**src/hdl/smsp_pkg.sv**
```systemverilog
// Package with register map, field layout and shared types of the serial port.
package smsp_pkg;
   // Byte addresses of the registers on the bus.
   localparam logic [7:0] SMSP_ADDR_CONTROL = 8'h10;
   localparam logic [7:0] SMSP_ADDR_STATUS  = 8'h11;
   localparam logic [7:0] SMSP_ADDR_DATA    = 8'h12;
   // Control register fields.
   localparam int SMSP_C_RXIE  = 7;
   localparam int SMSP_C_MSTR  = 5;
   localparam int SMSP_C_CLOCK_IDLE_LEVEL  = 4;
   localparam int SMSP_C_CLOCK_PHASE_SELECT  = 3;
   localparam int SMSP_C_WOM   = 2;
   localparam int SMSP_C_EN    = 1;
   localparam int SMSP_C_TXIE  = 0;
   // Status and control register fields.
   localparam int SMSP_S_RXF   = 7;
   localparam int SMSP_S_ERROR_IRQ_ENABLE = 6;
   localparam int SMSP_S_OVR   = 5;
   localparam int SMSP_S_MODE_FAULT_FLAG  = 4;
   localparam int SMSP_S_TXE   = 3;
   localparam int SMSP_S_MFEN  = 2;
   localparam int SMSP_S_RATE  = 0;
   localparam logic [7:0] SMSP_CONTROL_RESET = 8'h28;
   localparam logic [7:0] SMSP_CONTROL_WMASK = 8'hBF;
   localparam logic [7:0] SMSP_STATUS_WMASK  = 8'h47;
   localparam int SMSP_BITS_PER_BYTE = 8;
   // Half-period lengths in bus clocks less one, for each rate code.
   localparam logic [5:0] SMSP_HALF_DIV2   = 6'h00;
   localparam logic [5:0] SMSP_HALF_DIV8   = 6'h03;
   localparam logic [5:0] SMSP_HALF_DIV32  = 6'h0F;
   localparam logic [5:0] SMSP_HALF_DIV128 = 6'h3F;

   // Control settings passed to the shift engine.
   typedef struct packed {
      logic       master;
      logic       clock_idle_level;
      logic       clock_phase_select;
      logic       enable;
      logic       mf_enable;
      logic [1:0] rate;
   } smsp_cfg_t;

   // Pin outputs with active-low enables.
   typedef struct packed {
      logic sck_o;
      logic sck_oe_n;
      logic mosi_o;
      logic mosi_oe_n;
      logic miso_o;
      logic miso_oe_n;
   } smsp_pins_t;
endpackage

```
**src/hdl/smsp_rate.sv**
```systemverilog
// Rate divider producing half-period enable pulses for the master clock.
`timescale 1ns/100ps
module smsp_rate
   import smsp_pkg::*;
(
   input  wire logic       clk_i,
   input  wire logic       rst_i,
   input  wire logic       run_i,
   input  wire logic [1:0] rate_i,
   output logic            tick_o
);
   logic [5:0] count;
   logic [5:0] limit;

   // Maps the rate code to a half-period length.
   always_comb begin
      unique case (rate_i)
         2'b00: limit = SMSP_HALF_DIV2;
         2'b01: limit = SMSP_HALF_DIV8;
         2'b10: limit = SMSP_HALF_DIV32;
         2'b11: limit = SMSP_HALF_DIV128;
      endcase
   end

   // Counts bus clocks and pulses once per half serial period.
   always_ff @(posedge clk_i) begin
      if (rst_i || !run_i) begin
         count <= '0;
      end else if (count >= limit) begin
         count <= '0;
      end else begin
         count <= count + 6'h01;
      end
   end

   assign tick_o = run_i && (count >= limit);

   chk_rate_tick_gap: assert property (@(posedge clk_i) disable iff (rst_i)
      tick_o && rate_i == 2'b01 && run_i |=> !tick_o [*3])
      else $error("divide by eight tick came too early");
endmodule

```
**src/hdl/smsp_sync.sv**
```systemverilog
// Two-flip-flop synchroniser for the incoming serial pins.
`timescale 1ns/100ps
module smsp_sync
   import smsp_pkg::*;
#(
   parameter int WIDTH = 4
) (
   input  wire logic             clk_i,
   input  wire logic             rst_i,
   input  wire logic [WIDTH-1:0] async_i,
   output logic      [WIDTH-1:0] sync_o
);
   logic [WIDTH-1:0] stage1;

   // Only the second stage reads the first.
   always_ff @(posedge clk_i) begin
      if (rst_i) begin
         stage1 <= '1;
         sync_o <= '1;
      end else begin
         stage1 <= async_i;
         sync_o <= stage1;
      end
   end
endmodule

```
**src/hdl/smsp_top.sv**
```systemverilog
// Serial port with master and slave modes behind a classic Wishbone slave.
`timescale 1ns/100ps
module smsp_top
   import smsp_pkg::*;
(
   input  wire logic       clk_i,
   input  wire logic       rst_i,
   input  wire logic [7:0] wb_adr_i,
   input  wire logic [7:0] wb_dat_i,
   output logic      [7:0] wb_dat_o,
   input  wire logic       wb_we_i,
   input  wire logic       wb_sel_i,
   input  wire logic       wb_cyc_i,
   input  wire logic       wb_stb_i,
   output logic            wb_ack_o,
   output logic            irq_o,
   input  wire logic       serial_clock_pin_i,
   output logic            serial_clock_pin_o,
   output logic            serial_clock_pin_oe_n_o,
   input  wire logic       mosi_i,
   output logic            mosi_o,
   output logic            mosi_oe_n_o,
   input  wire logic       miso_i,
   output logic            miso_o,
   output logic            miso_oe_n_o,
   input  wire logic       slave_select_n_i,
   output logic            port_active_o,
   output logic            open_drain_o
);
   typedef enum logic [3:0] {
      SMSP_IDLE  = 4'b0001,
      SMSP_SHIFT = 4'b0010,
      SMSP_DRAIN = 4'b0100,
      SMSP_DONE  = 4'b1000
   } smsp_state_t;

   logic [7:0]  control;
   logic [2:0]  status_ctl;
   logic        rx_full_flag;
   logic        overrun_flag;
   logic        mode_fault_flag;
   logic        tx_empty_flag;
   logic [7:0]  tx_data;
   logic [7:0]  rx_data;
   logic [7:0]  shifter;
   logic [3:0]  edge_count;
   logic        sck_level;
   logic        out_bit;
   logic        seen_rx;
   logic        seen_ovr;
   logic        seen_mode_fault_flag;
   logic [3:0]  pins_sync;
   logic        sck_s;
   logic        mosi_s;
   logic        miso_s;
   logic        ss_s;
   logic        sck_prev;
   logic        ss_prev;
   logic        tick;
   logic        acc;
   logic        rd_status;
   logic        rd_data;
   logic        wr_control;
   logic        wr_data;
   logic        load_tx;
   logic        byte_done;
   logic        slave_edge;
   logic        take_now;
   logic        take_in;
   logic [1:0]  take_dly;
   logic [7:0]  tx_shift;
   logic [3:0]  in_count;
   logic        error_irq_enable;
   logic        sample_in;
   logic        master_fault;
   logic        slave_fault;
   logic        in_bit;
   smsp_state_t state;
   smsp_cfg_t   cfg;

   // Control settings gathered for the shift engine.
   assign cfg = '{master:    control[SMSP_C_MSTR],
                  clock_idle_level:      control[SMSP_C_CLOCK_IDLE_LEVEL],
                  clock_phase_select:      control[SMSP_C_CLOCK_PHASE_SELECT],
                  enable:    control[SMSP_C_EN],
                  mf_enable: status_ctl[SMSP_S_MFEN],
                  rate:      status_ctl[SMSP_S_RATE +: 2]};

   // Bus strobes; every access is answered, unmapped reads return zero.
   assign acc        = wb_cyc_i && wb_stb_i && !wb_ack_o;
   assign rd_status  = acc && !wb_we_i && wb_adr_i == SMSP_ADDR_STATUS;
   assign rd_data    = acc && !wb_we_i && wb_adr_i == SMSP_ADDR_DATA;
   assign wr_control = acc && wb_we_i && wb_sel_i && wb_adr_i == SMSP_ADDR_CONTROL;
   assign wr_data    = acc && wb_we_i && wb_sel_i && wb_adr_i == SMSP_ADDR_DATA;

   // Acknowledge one cycle after the request, then drop.
   always_ff @(posedge clk_i) begin
      if (rst_i) begin
         wb_ack_o <= 1'b0;
      end else begin
         wb_ack_o <= acc;
      end
   end

   // Read data mux; the data address returns received bytes only.
   always_ff @(posedge clk_i) begin
      if (rst_i) begin
         wb_dat_o <= 8'h00;
      end else if (acc && !wb_we_i) begin
         unique case (wb_adr_i)
            SMSP_ADDR_CONTROL: wb_dat_o <= control;
            SMSP_ADDR_STATUS:  wb_dat_o <= {rx_full_flag, error_irq_enable, overrun_flag,
                                            mode_fault_flag, tx_empty_flag, status_ctl};
            SMSP_ADDR_DATA:    wb_dat_o <= rx_data;
            default:           wb_dat_o <= 8'h00;
         endcase
      end
   end

   // Control register; only system reset restores it.
   always_ff @(posedge clk_i) begin
      if (rst_i) begin
         control <= SMSP_CONTROL_RESET;
      end else if (wr_control) begin
         control <= wb_dat_i & SMSP_CONTROL_WMASK;
      end
   end

   // Status control bits: mode fault enable and rate code.
   always_ff @(posedge clk_i) begin
      if (rst_i) begin
         status_ctl <= 3'h0;
      end else if (acc && wb_we_i && wb_sel_i && wb_adr_i == SMSP_ADDR_STATUS) begin
         status_ctl <= wb_dat_i[2:0];
      end
   end

   // Error enable lives separately since it sits among the flags.
   always_ff @(posedge clk_i) begin
      if (rst_i) begin
         error_irq_enable <= 1'b0;
      end else if (acc && wb_we_i && wb_sel_i && wb_adr_i == SMSP_ADDR_STATUS) begin
         error_irq_enable <= wb_dat_i[SMSP_S_ERROR_IRQ_ENABLE];
      end
   end

   // Remembers which flags a status read saw set.
   always_ff @(posedge clk_i) begin
      if (rst_i) begin
         seen_rx   <= 1'b0;
         seen_ovr  <= 1'b0;
         seen_mode_fault_flag <= 1'b0;
      end else if (rd_status) begin
         seen_rx   <= rx_full_flag;
         seen_ovr  <= overrun_flag;
         seen_mode_fault_flag <= mode_fault_flag;
      end else begin
         if (rd_data) begin
            seen_rx  <= 1'b0;
            seen_ovr <= 1'b0;
         end
         if (wr_control) begin
            seen_mode_fault_flag <= 1'b0;
         end
      end
   end

   // Pin synchroniser.
   smsp_sync #(.WIDTH(4)) u_sync (
      .clk_i   (clk_i),
      .rst_i   (rst_i),
      .async_i ({serial_clock_pin_i, mosi_i, miso_i, slave_select_n_i}),
      .sync_o  (pins_sync)
   );
   assign {sck_s, mosi_s, miso_s, ss_s} = pins_sync;

   // Master clock half-period pulses.
   smsp_rate u_rate (
      .clk_i  (clk_i),
      .rst_i  (rst_i),
      .run_i  (cfg.enable && cfg.master && state == SMSP_SHIFT),
      .rate_i (cfg.rate),
      .tick_o (tick)
   );

   // Past values for edge detection.
   always_ff @(posedge clk_i) begin
      if (rst_i) begin
         sck_prev <= 1'b1; // Matches the synchroniser's reset level, so no false edge.
         ss_prev  <= 1'b1;
      end else begin
         sck_prev <= sck_s;
         ss_prev  <= ss_s;
      end
   end

   // Slave edges count only while selected.
   assign slave_edge = !cfg.master && !ss_s && (sck_s != sck_prev);
   assign sample_in  = cfg.master ? tick : slave_edge;
   // Master samples wait two clocks for the pin synchroniser to catch up.
   assign take_now   = state == SMSP_SHIFT && sample_in && edge_count[0] == cfg.clock_phase_select;
   assign take_in    = cfg.master ? take_dly[1] : take_now;
   assign in_bit     = cfg.master ? miso_s : mosi_s;
   assign load_tx    = cfg.enable && state == SMSP_IDLE && !tx_empty_flag
                       && (cfg.master || !ss_s);
   assign byte_done  = state == SMSP_DONE;
   assign master_fault = cfg.enable && cfg.master && cfg.mf_enable && !ss_s;
   assign slave_fault  = cfg.enable && !cfg.master && cfg.mf_enable
                         && state == SMSP_SHIFT && ss_s && !ss_prev;

   // Delays master sample strobes by the depth of the pin synchroniser.
   always_ff @(posedge clk_i) begin
      if (rst_i || !cfg.enable || master_fault) begin
         take_dly <= 2'b00;
      end else begin
         take_dly <= {take_dly[0], take_now && cfg.master};
      end
   end

   // Shift engine: sixteen clock edges send one byte, then the last samples drain in.
   always_ff @(posedge clk_i) begin
      if (rst_i || !cfg.enable || master_fault) begin
         state      <= SMSP_IDLE;
         shifter    <= 8'h00;
         tx_shift   <= 8'h00;
         edge_count <= 4'h0;
         in_count   <= 4'h0;
         sck_level  <= 1'b0;
         out_bit    <= 1'b0;
      end else begin
         if (take_in) begin
            shifter  <= {shifter[6:0], in_bit};
            in_count <= in_count + 4'h1;
         end
         unique case (state)
            SMSP_IDLE: begin
               sck_level <= 1'b0;
               if (load_tx) begin
                  tx_shift   <= cfg.clock_phase_select ? tx_data : {tx_data[6:0], 1'b0};
                  out_bit    <= tx_data[7];
                  edge_count <= 4'h0;
                  in_count   <= 4'h0;
                  state      <= SMSP_SHIFT;
               end
            end
            SMSP_SHIFT: begin
               if (sample_in) begin
                  sck_level  <= ~sck_level;
                  edge_count <= edge_count + 4'h1;
                  // Launch edges put out the next bit; phase one launches on the first edge.
                  if (edge_count[0] != cfg.clock_phase_select) begin
                     out_bit  <= tx_shift[7];
                     tx_shift <= {tx_shift[6:0], 1'b0};
                  end
                  if (edge_count == 4'(2 * SMSP_BITS_PER_BYTE - 1)) begin
                     state <= SMSP_DRAIN;
                  end
               end
            end
            SMSP_DRAIN: begin
               // Waits until all eight samples, delayed in master mode, have entered the shifter.
               if (in_count == 4'(SMSP_BITS_PER_BYTE)) begin
                  state <= SMSP_DONE;
               end
            end
            SMSP_DONE: begin
               state <= SMSP_IDLE;
            end
            default: state <= SMSP_IDLE;
         endcase
      end
   end

   // Transmit register keeps its contents across reset.
   always_ff @(posedge clk_i) begin
      if (wr_data && tx_empty_flag) begin
         tx_data <= wb_dat_i;
      end
   end

   // Receive register keeps the old byte on overrun.
   always_ff @(posedge clk_i) begin
      if (byte_done && !rx_full_flag) begin
         rx_data <= shifter;
      end
   end

   // Transmit-empty flag; partial reset sets it.
   always_ff @(posedge clk_i) begin
      if (rst_i || !cfg.enable) begin
         tx_empty_flag <= 1'b1;
      end else if (load_tx) begin
         tx_empty_flag <= 1'b1;
      end else if (wr_data) begin
         tx_empty_flag <= 1'b0;
      end
   end

   // Receive-full flag; the clearing read wins over a byte that completes while it is set.
   always_ff @(posedge clk_i) begin
      if (rst_i) begin
         rx_full_flag <= 1'b0;
      end else if (byte_done && !rx_full_flag) begin
         rx_full_flag <= 1'b1;
      end else if (rd_data && seen_rx) begin
         rx_full_flag <= 1'b0;
      end
   end

   // Overrun flag.
   always_ff @(posedge clk_i) begin
      if (rst_i) begin
         overrun_flag <= 1'b0;
      end else if (byte_done && rx_full_flag) begin
         overrun_flag <= 1'b1;
      end else if (rd_data && seen_ovr) begin
         overrun_flag <= 1'b0;
      end
   end

   // Mode fault flag; disabling detection does not clear it.
   always_ff @(posedge clk_i) begin
      if (rst_i) begin
         mode_fault_flag <= 1'b0;
      end else if (master_fault || slave_fault) begin
         mode_fault_flag <= 1'b1;
      end else if (wr_control && seen_mode_fault_flag) begin
         mode_fault_flag <= 1'b0;
      end
   end

   // Interrupt request from enabled flags.
   assign irq_o = (rx_full_flag && control[SMSP_C_RXIE])
                || (tx_empty_flag && control[SMSP_C_TXIE])
                || ((overrun_flag || mode_fault_flag) && error_irq_enable);

   // Pin drive; enables are active low, open drain drives only low.
   always_comb begin
      serial_clock_pin_o      = sck_level ^ cfg.clock_idle_level;
      mosi_o                  = out_bit;
      miso_o                  = out_bit;
      serial_clock_pin_oe_n_o = !(cfg.enable && cfg.master);
      mosi_oe_n_o             = !(cfg.enable && cfg.master);
      miso_oe_n_o             = !(cfg.enable && !cfg.master && !ss_s);
      if (control[SMSP_C_WOM]) begin
         serial_clock_pin_oe_n_o = serial_clock_pin_oe_n_o || serial_clock_pin_o;
         mosi_oe_n_o             = mosi_oe_n_o || mosi_o;
         miso_oe_n_o             = miso_oe_n_o || miso_o;
      end
   end

   assign port_active_o = cfg.enable;
   assign open_drain_o  = control[SMSP_C_WOM];

   chk_rx_set_on_done: assert property (@(posedge clk_i) disable iff (rst_i)
      byte_done && !rx_full_flag |=> rx_full_flag)
      else $error("receive full not set after byte");
   chk_ovr_keeps_data: assert property (@(posedge clk_i) disable iff (rst_i)
      byte_done && rx_full_flag |=> overrun_flag && $stable(rx_data))
      else $error("overrun not flagged or data overwritten");
   chk_tx_clear_write: assert property (@(posedge clk_i) disable iff (rst_i)
      wr_data && tx_empty_flag && !load_tx && cfg.enable |=> !tx_empty_flag)
      else $error("transmit empty not cleared by write");
   chk_disable_resets: assert property (@(posedge clk_i) disable iff (rst_i)
      !cfg.enable |=> state == SMSP_IDLE && tx_empty_flag)
      else $error("partial reset incomplete");
   chk_mode_fault_flag_master: assert property (@(posedge clk_i) disable iff (rst_i)
      master_fault |=> mode_fault_flag)
      else $error("master mode fault missed");
   chk_irq_rx_gate: assert property (@(posedge clk_i) disable iff (rst_i)
      rx_full_flag && control[SMSP_C_RXIE] |-> irq_o)
      else $error("receive interrupt missing");
   chk_irq_err_gate: assert property (@(posedge clk_i) disable iff (rst_i)
      irq_o |-> rx_full_flag || tx_empty_flag || overrun_flag || mode_fault_flag)
      else $error("interrupt without a flag");
   chk_miso_deselect: assert property (@(posedge clk_i) disable iff (rst_i)
      ss_s && !cfg.master |-> miso_oe_n_o)
      else $error("master in driven while deselected");
   chk_mode_fault_flag_clear_step: assert property (@(posedge clk_i) disable iff (rst_i)
      wr_control && !seen_mode_fault_flag && !master_fault && !slave_fault && mode_fault_flag
      |=> mode_fault_flag)
      else $error("mode fault cleared without status read");
endmodule
```
**config.mk**
```make
export PLATFORM = sky130hd
export DESIGN_NAME = smsp_top
export DESIGN_NICKNAME = d
export VERILOG_FILES = /design/src/hdl/smsp_pkg.sv /design/src/hdl/smsp_rate.sv /design/src/hdl/smsp_sync.sv /design/src/hdl/smsp_top.sv
export SDC_FILE = /design/constraint.sdc
export NUM_CORES = 1
export LEC_CHECK = 0
export ABC_AREA = 1
export BUFFER_PORTS_ARGS = -buffer_cell sky130_fd_sc_hd__buf_2
export CORE_ASPECT_RATIO = 1.25
export CORE_UTILIZATION = 56
export DETAILED_ROUTE_END_ITERATION = 8
export GPL_TIMING_DRIVEN = 0
export PLACE_DENSITY = 0.77
export SYNTH_ARGS = -nofsm -noshare
export SYNTH_HDL_FRONTEND = slang
export SYNTH_SLANG_ARGS = --single-unit
```
**constraint.sdc**
```tcl
create_clock -name clk_i -period 1.98 [get_ports clk_i]
set_input_delay 0.396 -clock clk_i [delete_from_list [all_inputs] [get_ports clk_i]]
set_output_delay 0.396 -clock clk_i [all_outputs]
set_load 0.02 [all_outputs]
```
-- After elaboration in Yosys (flattened, before gate mapping)
Index checks and enable logic that the tools add are counted.
- register bits: 91
- add/sub/neg operators: 3
- $lt $le $gt $ge: 1
- eq/ne operators: 20
- multiplexer cells: 41
- bitwise gates (word level): 2
- reduce and logical (&&, ||, !) cells: 73
- operator list (cell ; count):
    logical AND 1 bit ; 38
    two-way mux 4 bit ; 9
    two-way mux 8 bit ; 4
    equality test 8 x 5 -> 1 bit, second input constant ; 3
    case mux 6 bit (4 select lines) ; 1
    case mux 8 bit (3 select lines) ; 1
    two-way mux 1 bit ; 21
    case mux 8 bit (2 select lines) ; 1
    equality test 4 bit, second input constant ; 3
    case mux 4 bit (3 select lines) ; 1
    nonzero test 2 bit ; 6
    logical NOT 1 bit ; 11
    logical OR 1 bit ; 11
    adder 4 x 1 -> 4 bit, second input constant ; 2
    case mux 4 bit (2 select lines) ; 1
    AND reduction 4 bit ; 2
    adder 6 x 1 -> 6 bit, second input constant ; 1
    greater-or-equal comparator 6 bit ; 1
    inequality test 2 bit, second input constant ; 3
    equality test 2 bit, second input constant ; 2
    equality test 4 x 1 -> 1 bit, second input constant ; 1
    equality test 4 x 2 -> 1 bit, second input constant ; 1
    equality test 4 x 3 -> 1 bit, second input constant ; 1
    inequality test 2 x 1 -> 1 bit, second input constant ; 2
    10 further kinds ; 13

-- Logic depth before layout (Yosys ltp)
Gate-level depths: netlist (run 1).
- word-level depth: 11
- gate-level depth with buffers: 17

-- By module
Synthesis (run 1) repeated with hierarchy kept, for this count alone.
- cell total of the unflattened synthesis: 540
- area total of the unflattened synthesis: 4221.5 um^2
- by module, submodules not included (module ; instances ; cells an instance ; area an instance (um^2)):
    smsp_top ; 1 ; 458 ; 3577.2
    smsp_rate ; 1 ; 57 ; 420.4
    smsp_sync ; 1 ; 25 ; 224.0

-- Worst setup path before layout (run 1)
Ideal clock, no wire load.
- path type: reg2reg
- start point: register state[3]
- end point: register rx_data[0] (enable)
- arrival: 1.384 ns
- path slack: 0.198 ns
- cell stages (with the launch flop): 3
- buffers on the path: 0
- cell sequence: dfxtp_1 inv_1 nor4_1
- longest elaborated chain between the ends: 2
- RTL lines (what ; RTL line ; RTL):
    from (decl) ; smsp_top.sv:78 ; smsp_state_t state;
    from (signal assigned) ; smsp_top.sv:223 ; state <= SMSP_IDLE;
    from (signal assigned) ; smsp_top.sv:243 ; state <= SMSP_SHIFT;
    from (signal assigned) ; smsp_top.sv:256 ; state <= SMSP_DRAIN;
    equality test 4 bit ; smsp_top.sv:206 ; assign byte_done = state == SMSP_DONE;
    logical AND 1 bit ; smsp_top.sv:283 ; if (byte_done && !rx_full_flag) begin
    to (signal assigned) ; smsp_top.sv:284 ; rx_data <= shifter;
    to (decl) ; smsp_top.sv:44 ; logic [7:0] rx_data;
No other way between the ends.
A chain may end at the register's enable or synchronous reset.

-- Worst setup path in the final report (run 1)
- start point: register status_ctl[0]
- end point: register tx_shift[0]
- longest elaborated chain between the ends: 7
- RTL lines (what ; RTL line ; RTL):
    from (decl) ; smsp_top.sv:38 ; logic [2:0] status_ctl;
    from (signal assigned) ; smsp_top.sv:134 ; status_ctl <= wb_dat_i[2:0];
    equality test 2 bit (tied with other cells) ; smsp_rate.sv:17 ; unique case (rate_i)
    case mux 6 bit (4 select lines) (*) ; smsp_rate.sv:17 ;
    greater-or-equal comparator 6 bit (*) ; smsp_rate.sv:36 ; assign tick_o = run_i && (count >= limit);
    logical AND 1 bit (*) ; smsp_rate.sv:36 ;
    two-way mux 1 bit (*) ; smsp_top.sv:199 ; assign sample_in = cfg.master ? tick : slave_edge;
    inequality test 2 bit (no source line) (*) ; n/a ;
    AND reduction 4 bit (no source line) (*) ; n/a ;
    to (signal assigned) ; smsp_top.sv:239 ; tx_shift <= cfg.clock_phase_select ? tx_data : {tx_data[6:0], 1'b0};
    to (signal assigned) ; smsp_top.sv:253 ; tx_shift <= {tx_shift[6:0], 1'b0};
    to (decl) ; smsp_top.sv:71 ; logic [7:0] tx_shift;
Every way passes the cells marked *; elsewhere a longest branch is shown, timed or not.

==> impl_metrics.ini, run 1 <==
[status]
status = complete, no violations

[placed_design]
place_ws_ns = -0.190
placed_area_um2 = 4470
port-buffer-count = 43
hpwl_um = 6880
gp_congestion = 0.891

[cells_and_area]
fin_nets = 617
final_area_um2 = 4870
drive_above_1_share = 0.234
fin_util = 0.690
fill_cells = 600
area_growth_pct = 18.1
antenna_cells = 0

[sta]
hold_viol = 0
setup_viol_count_final = 0
fmax_mhz = 512
skew_ns = 0.00943
finalWorstSetupSlack_ns = 0.0271
tns_ns = 0
maxSlewViolCount = 0
tightest_slew_ns = 0.737
post-route-min-period_ns = 1.95
slew_headroom = 0.507
rsz0062_at_grt = yes
period_share = 0.986
hold_ws_ns = 0.218

[global_route]
grt_pass1_vias = 3466
grt_pass1_wl_um = 15400
antenna_found_initial = 0
grt_max_degree = 16
grt_use_total = 0.256
grt_overflow_total = 0

[critical_path]
reg2reg_from = status_ctl[0]$_SDFFE_PP0P_
worstPathRequired_ns = 2.27
endpoint_kind = flop
cp-start-kind = flop
r2r_cells = 13
slowest_delay_ns = 0.39
path_cells = nand2_2 -> ha_1 -> nand2_2 -> nor2_1 -> nand2_2 -> nand2_2 -> nand2_2 -> nand3_1 -> nand2_2 -> inv_4 -> buf_6 -> nand3_1 -> a21oi_2
reg2reg_to = tx_shift[0]$_SDFFE_PP0P_
rrSetupSlack_ns = 0.03
crit_arrival_ns = 2.24
crit_fanout = 5
cpMostUsedCell = nand2_2
cp_slowest_cell = dfxtp_4
worstSetupPathType = reg2reg

[clock_tree]
insertion_delay_ns = 0.36
cts_hold_repair.buffers = 0
htreeDepth = 3
clockBufferDepth = 2
cts_root_buf = clkbuf_8
cts_buffers = 9
path_clk_slew_ns = 0.09
cts_num_sinks = 91
cts_tree = built

[synthesis]
syn_nets = 555
synth_top_cells_by_count = nand2_1 (108), dfxtp_1 (75), nor2_1 (66), a21oi_1 (43), nand3_1 (43)
synth_top_area_frac = 0.364
synth_cells = 519
synth_async_sr_flop_share = 0
synth_area_um2 = 4130
synth_seq_cells = 91
synth.avg_cell_area_um2 = 7.95
yosys_warnings = 0
synth.most_common_cell = nand2_1
yosysTopAreaCell = dfxtp_1
synth-edff-count = 16
synthDistinctLibCells = 42
ys.flop_type = dfxtp_1
synth_area_leaders = dfxtp_1 (36%), edfxtp_1 (12%), nand2_1 (9.8%), nor2_1 (6.0%), a21oi_1 (5.2%)
ys_seq_area_frac = 0.480

[floorplan]
io_pins = 44
core_area_um2 = 7060
die_w_um = 78.8
num_rows = 34
initial_utilization = 0.584
dieArea_um2 = 7720
die_h_um = 98.0

[worst_hold_path]
min_from = miso_i
hold_path_class = in2reg
whs_endpoint = u_sync.stage1[1]$_SDFF_PP1_
min_path_cells = 2

[routing]
vias = 3699
finalWirelength_um = 9660
wl_per_cell_um = 14.3
drt_iter0_drc = 217
routed_via_density = 5.47
route.detailed.drc = 0
ant_nets = 0
firstDrtPassIters = 5

[power_and_ir_drop]
swShare = 0.215
ir_worst_vdd_uv = 704
internal_power_uw = 2620
power.leakage_uw = 0.00195
power.share.clock = 0.410
power_frac_comb = 0.025
powerDensity_nw_per_um2 = 686
net-switching-power_uw = 718
seqPwrFrac = 0.565

[job]
drv_cap = 0
[critical path, delay by kind of cell, from the launching register on]
family / cells / cell delay [ns]
and+or+nand+nor: 9 / 0.78
DFF: 1 / 0.39
adders and majority gates: 1 / 0.30
buffers and inverters: 2 / 0.22
AOI/OAI and AO/OA: 1 / 0.19
[logic make-up after synthesis]
group,count (synthesis),synth area share
buf+inv,67,0.0664
xor+xnor,8,0.0170
mux,1,0.00243
compound gates,77,0.104
fa+ha+maj,10,0.0303
simple gates,265,0.299
flops,91,0.480
[worst max path at each step]
stage	from	endpoint	slack, ns	depth (start not counted)
final	status_ctl[0]$_SDFFE_PP0P_	tx_shift[0]$_SDFFE_PP0P_	0.03	13
after global routing	status_ctl[1]$_SDFFE_PP0P_	edge_count[1]$_SDFFE_PP0P_	-0.08	14
after floorplan	state[3]$_SDFFE_PP0P_	rx_data[0]$_DFFE_PP_	0.20	2
after global placement	state[3]$_SDFFE_PP0P_	rx_data[7]$_DFFE_PP_	-0.22	2
after detailed placement	wb_adr_i[7]	tx_data[3]$_DFFE_PP_	-0.19	7
after CTS	status_ctl[0]$_SDFFE_PP0P_	shifter[0]$_SDFFE_PP0P_	0.009	17
[layout by cell type, fill, tap and decap left out, types with 11 or more instances in the layout]
master / synthesis / routed
a21oi_1: 43 / 34
dfxtp_1: 75 / 73
nand2_1: 108 / 100
nand2_2: 5 / 11
or2_2: 11 / 11
nor2_1: 66 / 65
edfxtp_1: 16 / 16
nand3_1: 43 / 43
buf_2: 9 / 50
o21ai_0: 17 / 16
inv_1: 42 / 39
[through the flow]
| stage | total power [uW] | std cells |
|---|---|---|
| 3_3_place_gp | 2010 | 652 |
| 2_1_floorplan | 1970 | 519 |
| 4_1_cts | 3360 | 669 |
| 3_5_place_dp | 2020 | 653 |
| 6_report | 3340 | 676 |
| 5_1_grt | 3440 | 676 |
[per-layer routing]
| metal | up-vias | routed length (um) | global-route usage |
|---|---|---|---|
| li1 | 1834 | - | - |
| met4 | 0 | 257 | 0.107 |
| met1 | 1739 | 4070 | 0.300 |
| met5 | - | 0 | 0 |
| met2 | 106 | 4940 | 0.452 |
| met3 | 20 | 388 | 0.0449 |
[sequential cells by signal, indices dropped and copies added, names as in the netlist, 2 cells and up]
signal,flops
edge_count,4
in_count,4
rx_data,8
status_ctl,3
tx_data,8
state,4
u_rate.count,6
u_sync.sync_o,4
take_dly,2
shifter,8
wb_dat_o,8
tx_shift,8
control,7
u_sync.stage1,4
[power by group through the flow]
stage	Clock (uW)	Combinational, uW	Sequential (uW)
6_report	1370	84.6	1890
5_1_grt	1460	94.1	1890
2_1_floorplan	0	38.4	1930
4_1_cts	1380	85.4	1890
3_3_place_gp	0	82.8	1930
3_5_place_dp	0	85.0	1930
[what timing repair did]
item / 4_1_cts / 5_1_grt
resized for setup: 4 / 38
buffers inserted: 0 / 3
pin swaps: 0 / 8
cloned: 0 / 4
setup endpoints to repair: 24 / 28
[final cells by class]
class	instances	area, um^2	share of cell area
Clock buffer	9	124	0.0254
Buffer	17	98.8	0.0203
Multi-Input combinational cell	362	1990	0.409
Tap cell	90	113	0.0231
Sequential cell	91	1990	0.408
Timing Repair Buffer	50	272	0.0557
Clock inverter	7	92.6	0.0190
Inverter	50	190	0.0390
Note: power is estimated with default switching activity, not from simulation.
==> run 2: changes to the inputs <==
--- a/config.mk
+++ b/config.mk
@@ -12,6 +12,7 @@
 export DETAILED_ROUTE_END_ITERATION = 8
 export GPL_TIMING_DRIVEN = 0
 export PLACE_DENSITY = 0.77
+export RECOVER_POWER = 25
 export SYNTH_ARGS = -nofsm -noshare
 export SYNTH_HDL_FRONTEND = slang
 export SYNTH_SLANG_ARGS = --single-unit
==> run 2 against run 1 <==
Effect of this change: design area down 0.18%; critical path depth stayed put; power down 0.16%; core utilization shrank 0.12 points; worst hold slack hardly changed; sequential power hardly changed; non-clock buffer count stayed put; sequential share of layout area rose by 0.074 points; combinational power down 2%; final cell count stayed put.
==> impl_metrics.ini, run 2 (synthesis results as in run 1) <==
[clock_tree]
cts_tree = built
clockBufferDepth = 2
cts_root_buf = clkbuf_8
insertion_delay_ns = 0.36
htreeDepth = 3
cts_buffers = 9
cts_num_sinks = 91
path_clk_slew_ns = 0.09

[sta]
fmax_mhz = 512
skew_ns = 0.00985
slew_headroom = 0.501
setup_viol_count_final = 0
post-route-min-period_ns = 1.95
tightest_slew_ns = 0.745
rsz0062_at_grt = yes
hold_viol = 0
period_share = 0.986
maxSlewViolCount = 0

[global_route]
grt_max_degree = 16
antenna_found_initial = 0
grt_pass1_wl_um = 15400
grt_use_total = 0.256
grt_pass1_vias = 3466
grt_overflow_total = 0

[critical_path]
crit_start = status_ctl[0]$_SDFFE_PP0P_
cp-start-kind = flop
crit_arrival_ns = 2.24
rrSetupSlack_ns = 0.03
reg2reg_from = status_ctl[0]$_SDFFE_PP0P_
reg2reg_to = tx_shift[0]$_SDFFE_PP0P_
worstSetupPathType = reg2reg
crit_fanout = 5
worstPathRequired_ns = 2.27
endpoint_kind = flop
r2r_cells = 13

[worst_hold_path]
hold_path_class = in2reg
min_from = miso_i
whs_endpoint = u_sync.stage1[1]$_SDFF_PP1_
min_path_cells = 2

[placed_design]
hpwl_um = 6880
place_inst = 653
placed_area_um2 = 4470
port-buffer-count = 43
gp_congestion = 0.891

[cells_and_area]
area_growth_pct = 17.9
fill_cells = 601
fin_util = 0.689
final_common_cell = nand2_1
final_cell_mix = nand2_1 (100), dfxtp_1 (73), nor2_1 (65), nand3_1 (43), buf_2 (43)
fin_nets = 617
seq_area_um2 = 1990
layoutNonFillerInstCount = 676
multi_input_area_um2 = 1990
antenna_cells = 0
final_area_um2 = 4860
drive_above_1_share = 0.222

[routing]
finalWirelength_um = 9660
ant_nets = 0
routed_via_density = 5.45
firstDrtPassIters = 5
wl_per_cell_um = 14.3
vias = 3684
drt_iter0_drc = 205
route.detailed.drc = 0

[power_and_ir_drop]
powerDensity_nw_per_um2 = 686
power.leakage_uw = 0.00193
ir_worst_vdd_uv = 702

[floorplan]
dieArea_um2 = 7720
io_pins = 44
die_w_um = 78.8
initial_utilization = 0.584
die_h_um = 98.0
core_area_um2 = 7060
num_rows = 34

[job]
drv_cap = 0

[status]
status = complete, no violations
[run 2: cell types whose count changed in the layout (fill, tap and decap cells not counted), sizes merged]
cell    change
buf         -7
clkbuf      +7
[run 2: worst max-delay path by stage]
stage                                       to  cells past startpoint
floorplan                 rx_data[0]$_DFFE_PP_                      2
global placement          rx_data[7]$_DFFE_PP_                      2
detailed placement        tx_data[3]$_DFFE_PP_                      7
CTS                    shifter[0]$_SDFFE_PP0P_                     17
global route        edge_count[1]$_SDFFE_PP0P_                     14
finish                tx_shift[0]$_SDFFE_PP0P_                     13
[run 2: what timing repair did]
| item | in CTS | in global routing |
|---|---|---|
| gates cloned | 0 | 4 |
| endpoints found under the setup margin | 24 | 28 |
| buffers inserted | 0 | 3 |
| gates resized for setup | 4 | 38 |
| pin swaps | 0 | 8 |
| hold buffers | 0 | 0 |
[run 2: power breakdown]
part | switching [uW] | total (uW) | internal, uW
logic | 51.3 | 82.8 | 31.6
clock network | 660 | 1370 | 706
registers | 3.28 | 1890 | 1880
[run 2: layout make-up]
class / instances / share of cell area
buffer: 17 / 0.0203
clock buffer: 9 / 0.0255
clock inverter: 7 / 0.0190
inverter: 50 / 0.0391
multi-input combinational: 362 / 0.410
sequential: 91 / 0.409
tap: 90 / 0.0232
timing repair buffer: 50 / 0.0540
[run 2: worst max-delay path: stages, from the launching register on]
cell and delay (ns):
dfxtp_4 0.38, nand2_2 0.09, ha_1 0.30, nand2_2 0.07
nor2_1 0.13, nand2_2 0.08, nand2_2 0.06, nand2_2 0.07
nand3_1 0.10, nand2_2 0.07, inv_4 0.10, buf_6 0.12
nand3_1 0.11, a21oi_2 0.19
[run 2: per-stage QoR]
step,hold slack (ns),setup slack (ns),TNS [ns],total power (uW)
floorplan,0.389,0.198,0,1970
CTS,0.205,0.00852,0,3360
detailed placement,0.396,-0.190,-2.59,2020
global placement,0.393,-0.223,-2.93,2010
finish,0.218,0.0274,0,3340
global route,0.202,-0.0756,-0.650,3440
[run 2: layer usage]
layer / up-vias / global-route usage / part of all wire
met5: - / 0 / 0
li1: 1833 / - / -
met3: 23 / 0.0449 / 0.042
met2: 110 / 0.452 / 0.51
met1: 1718 / 0.300 / 0.42
met4: 0 / 0.107 / 0.028
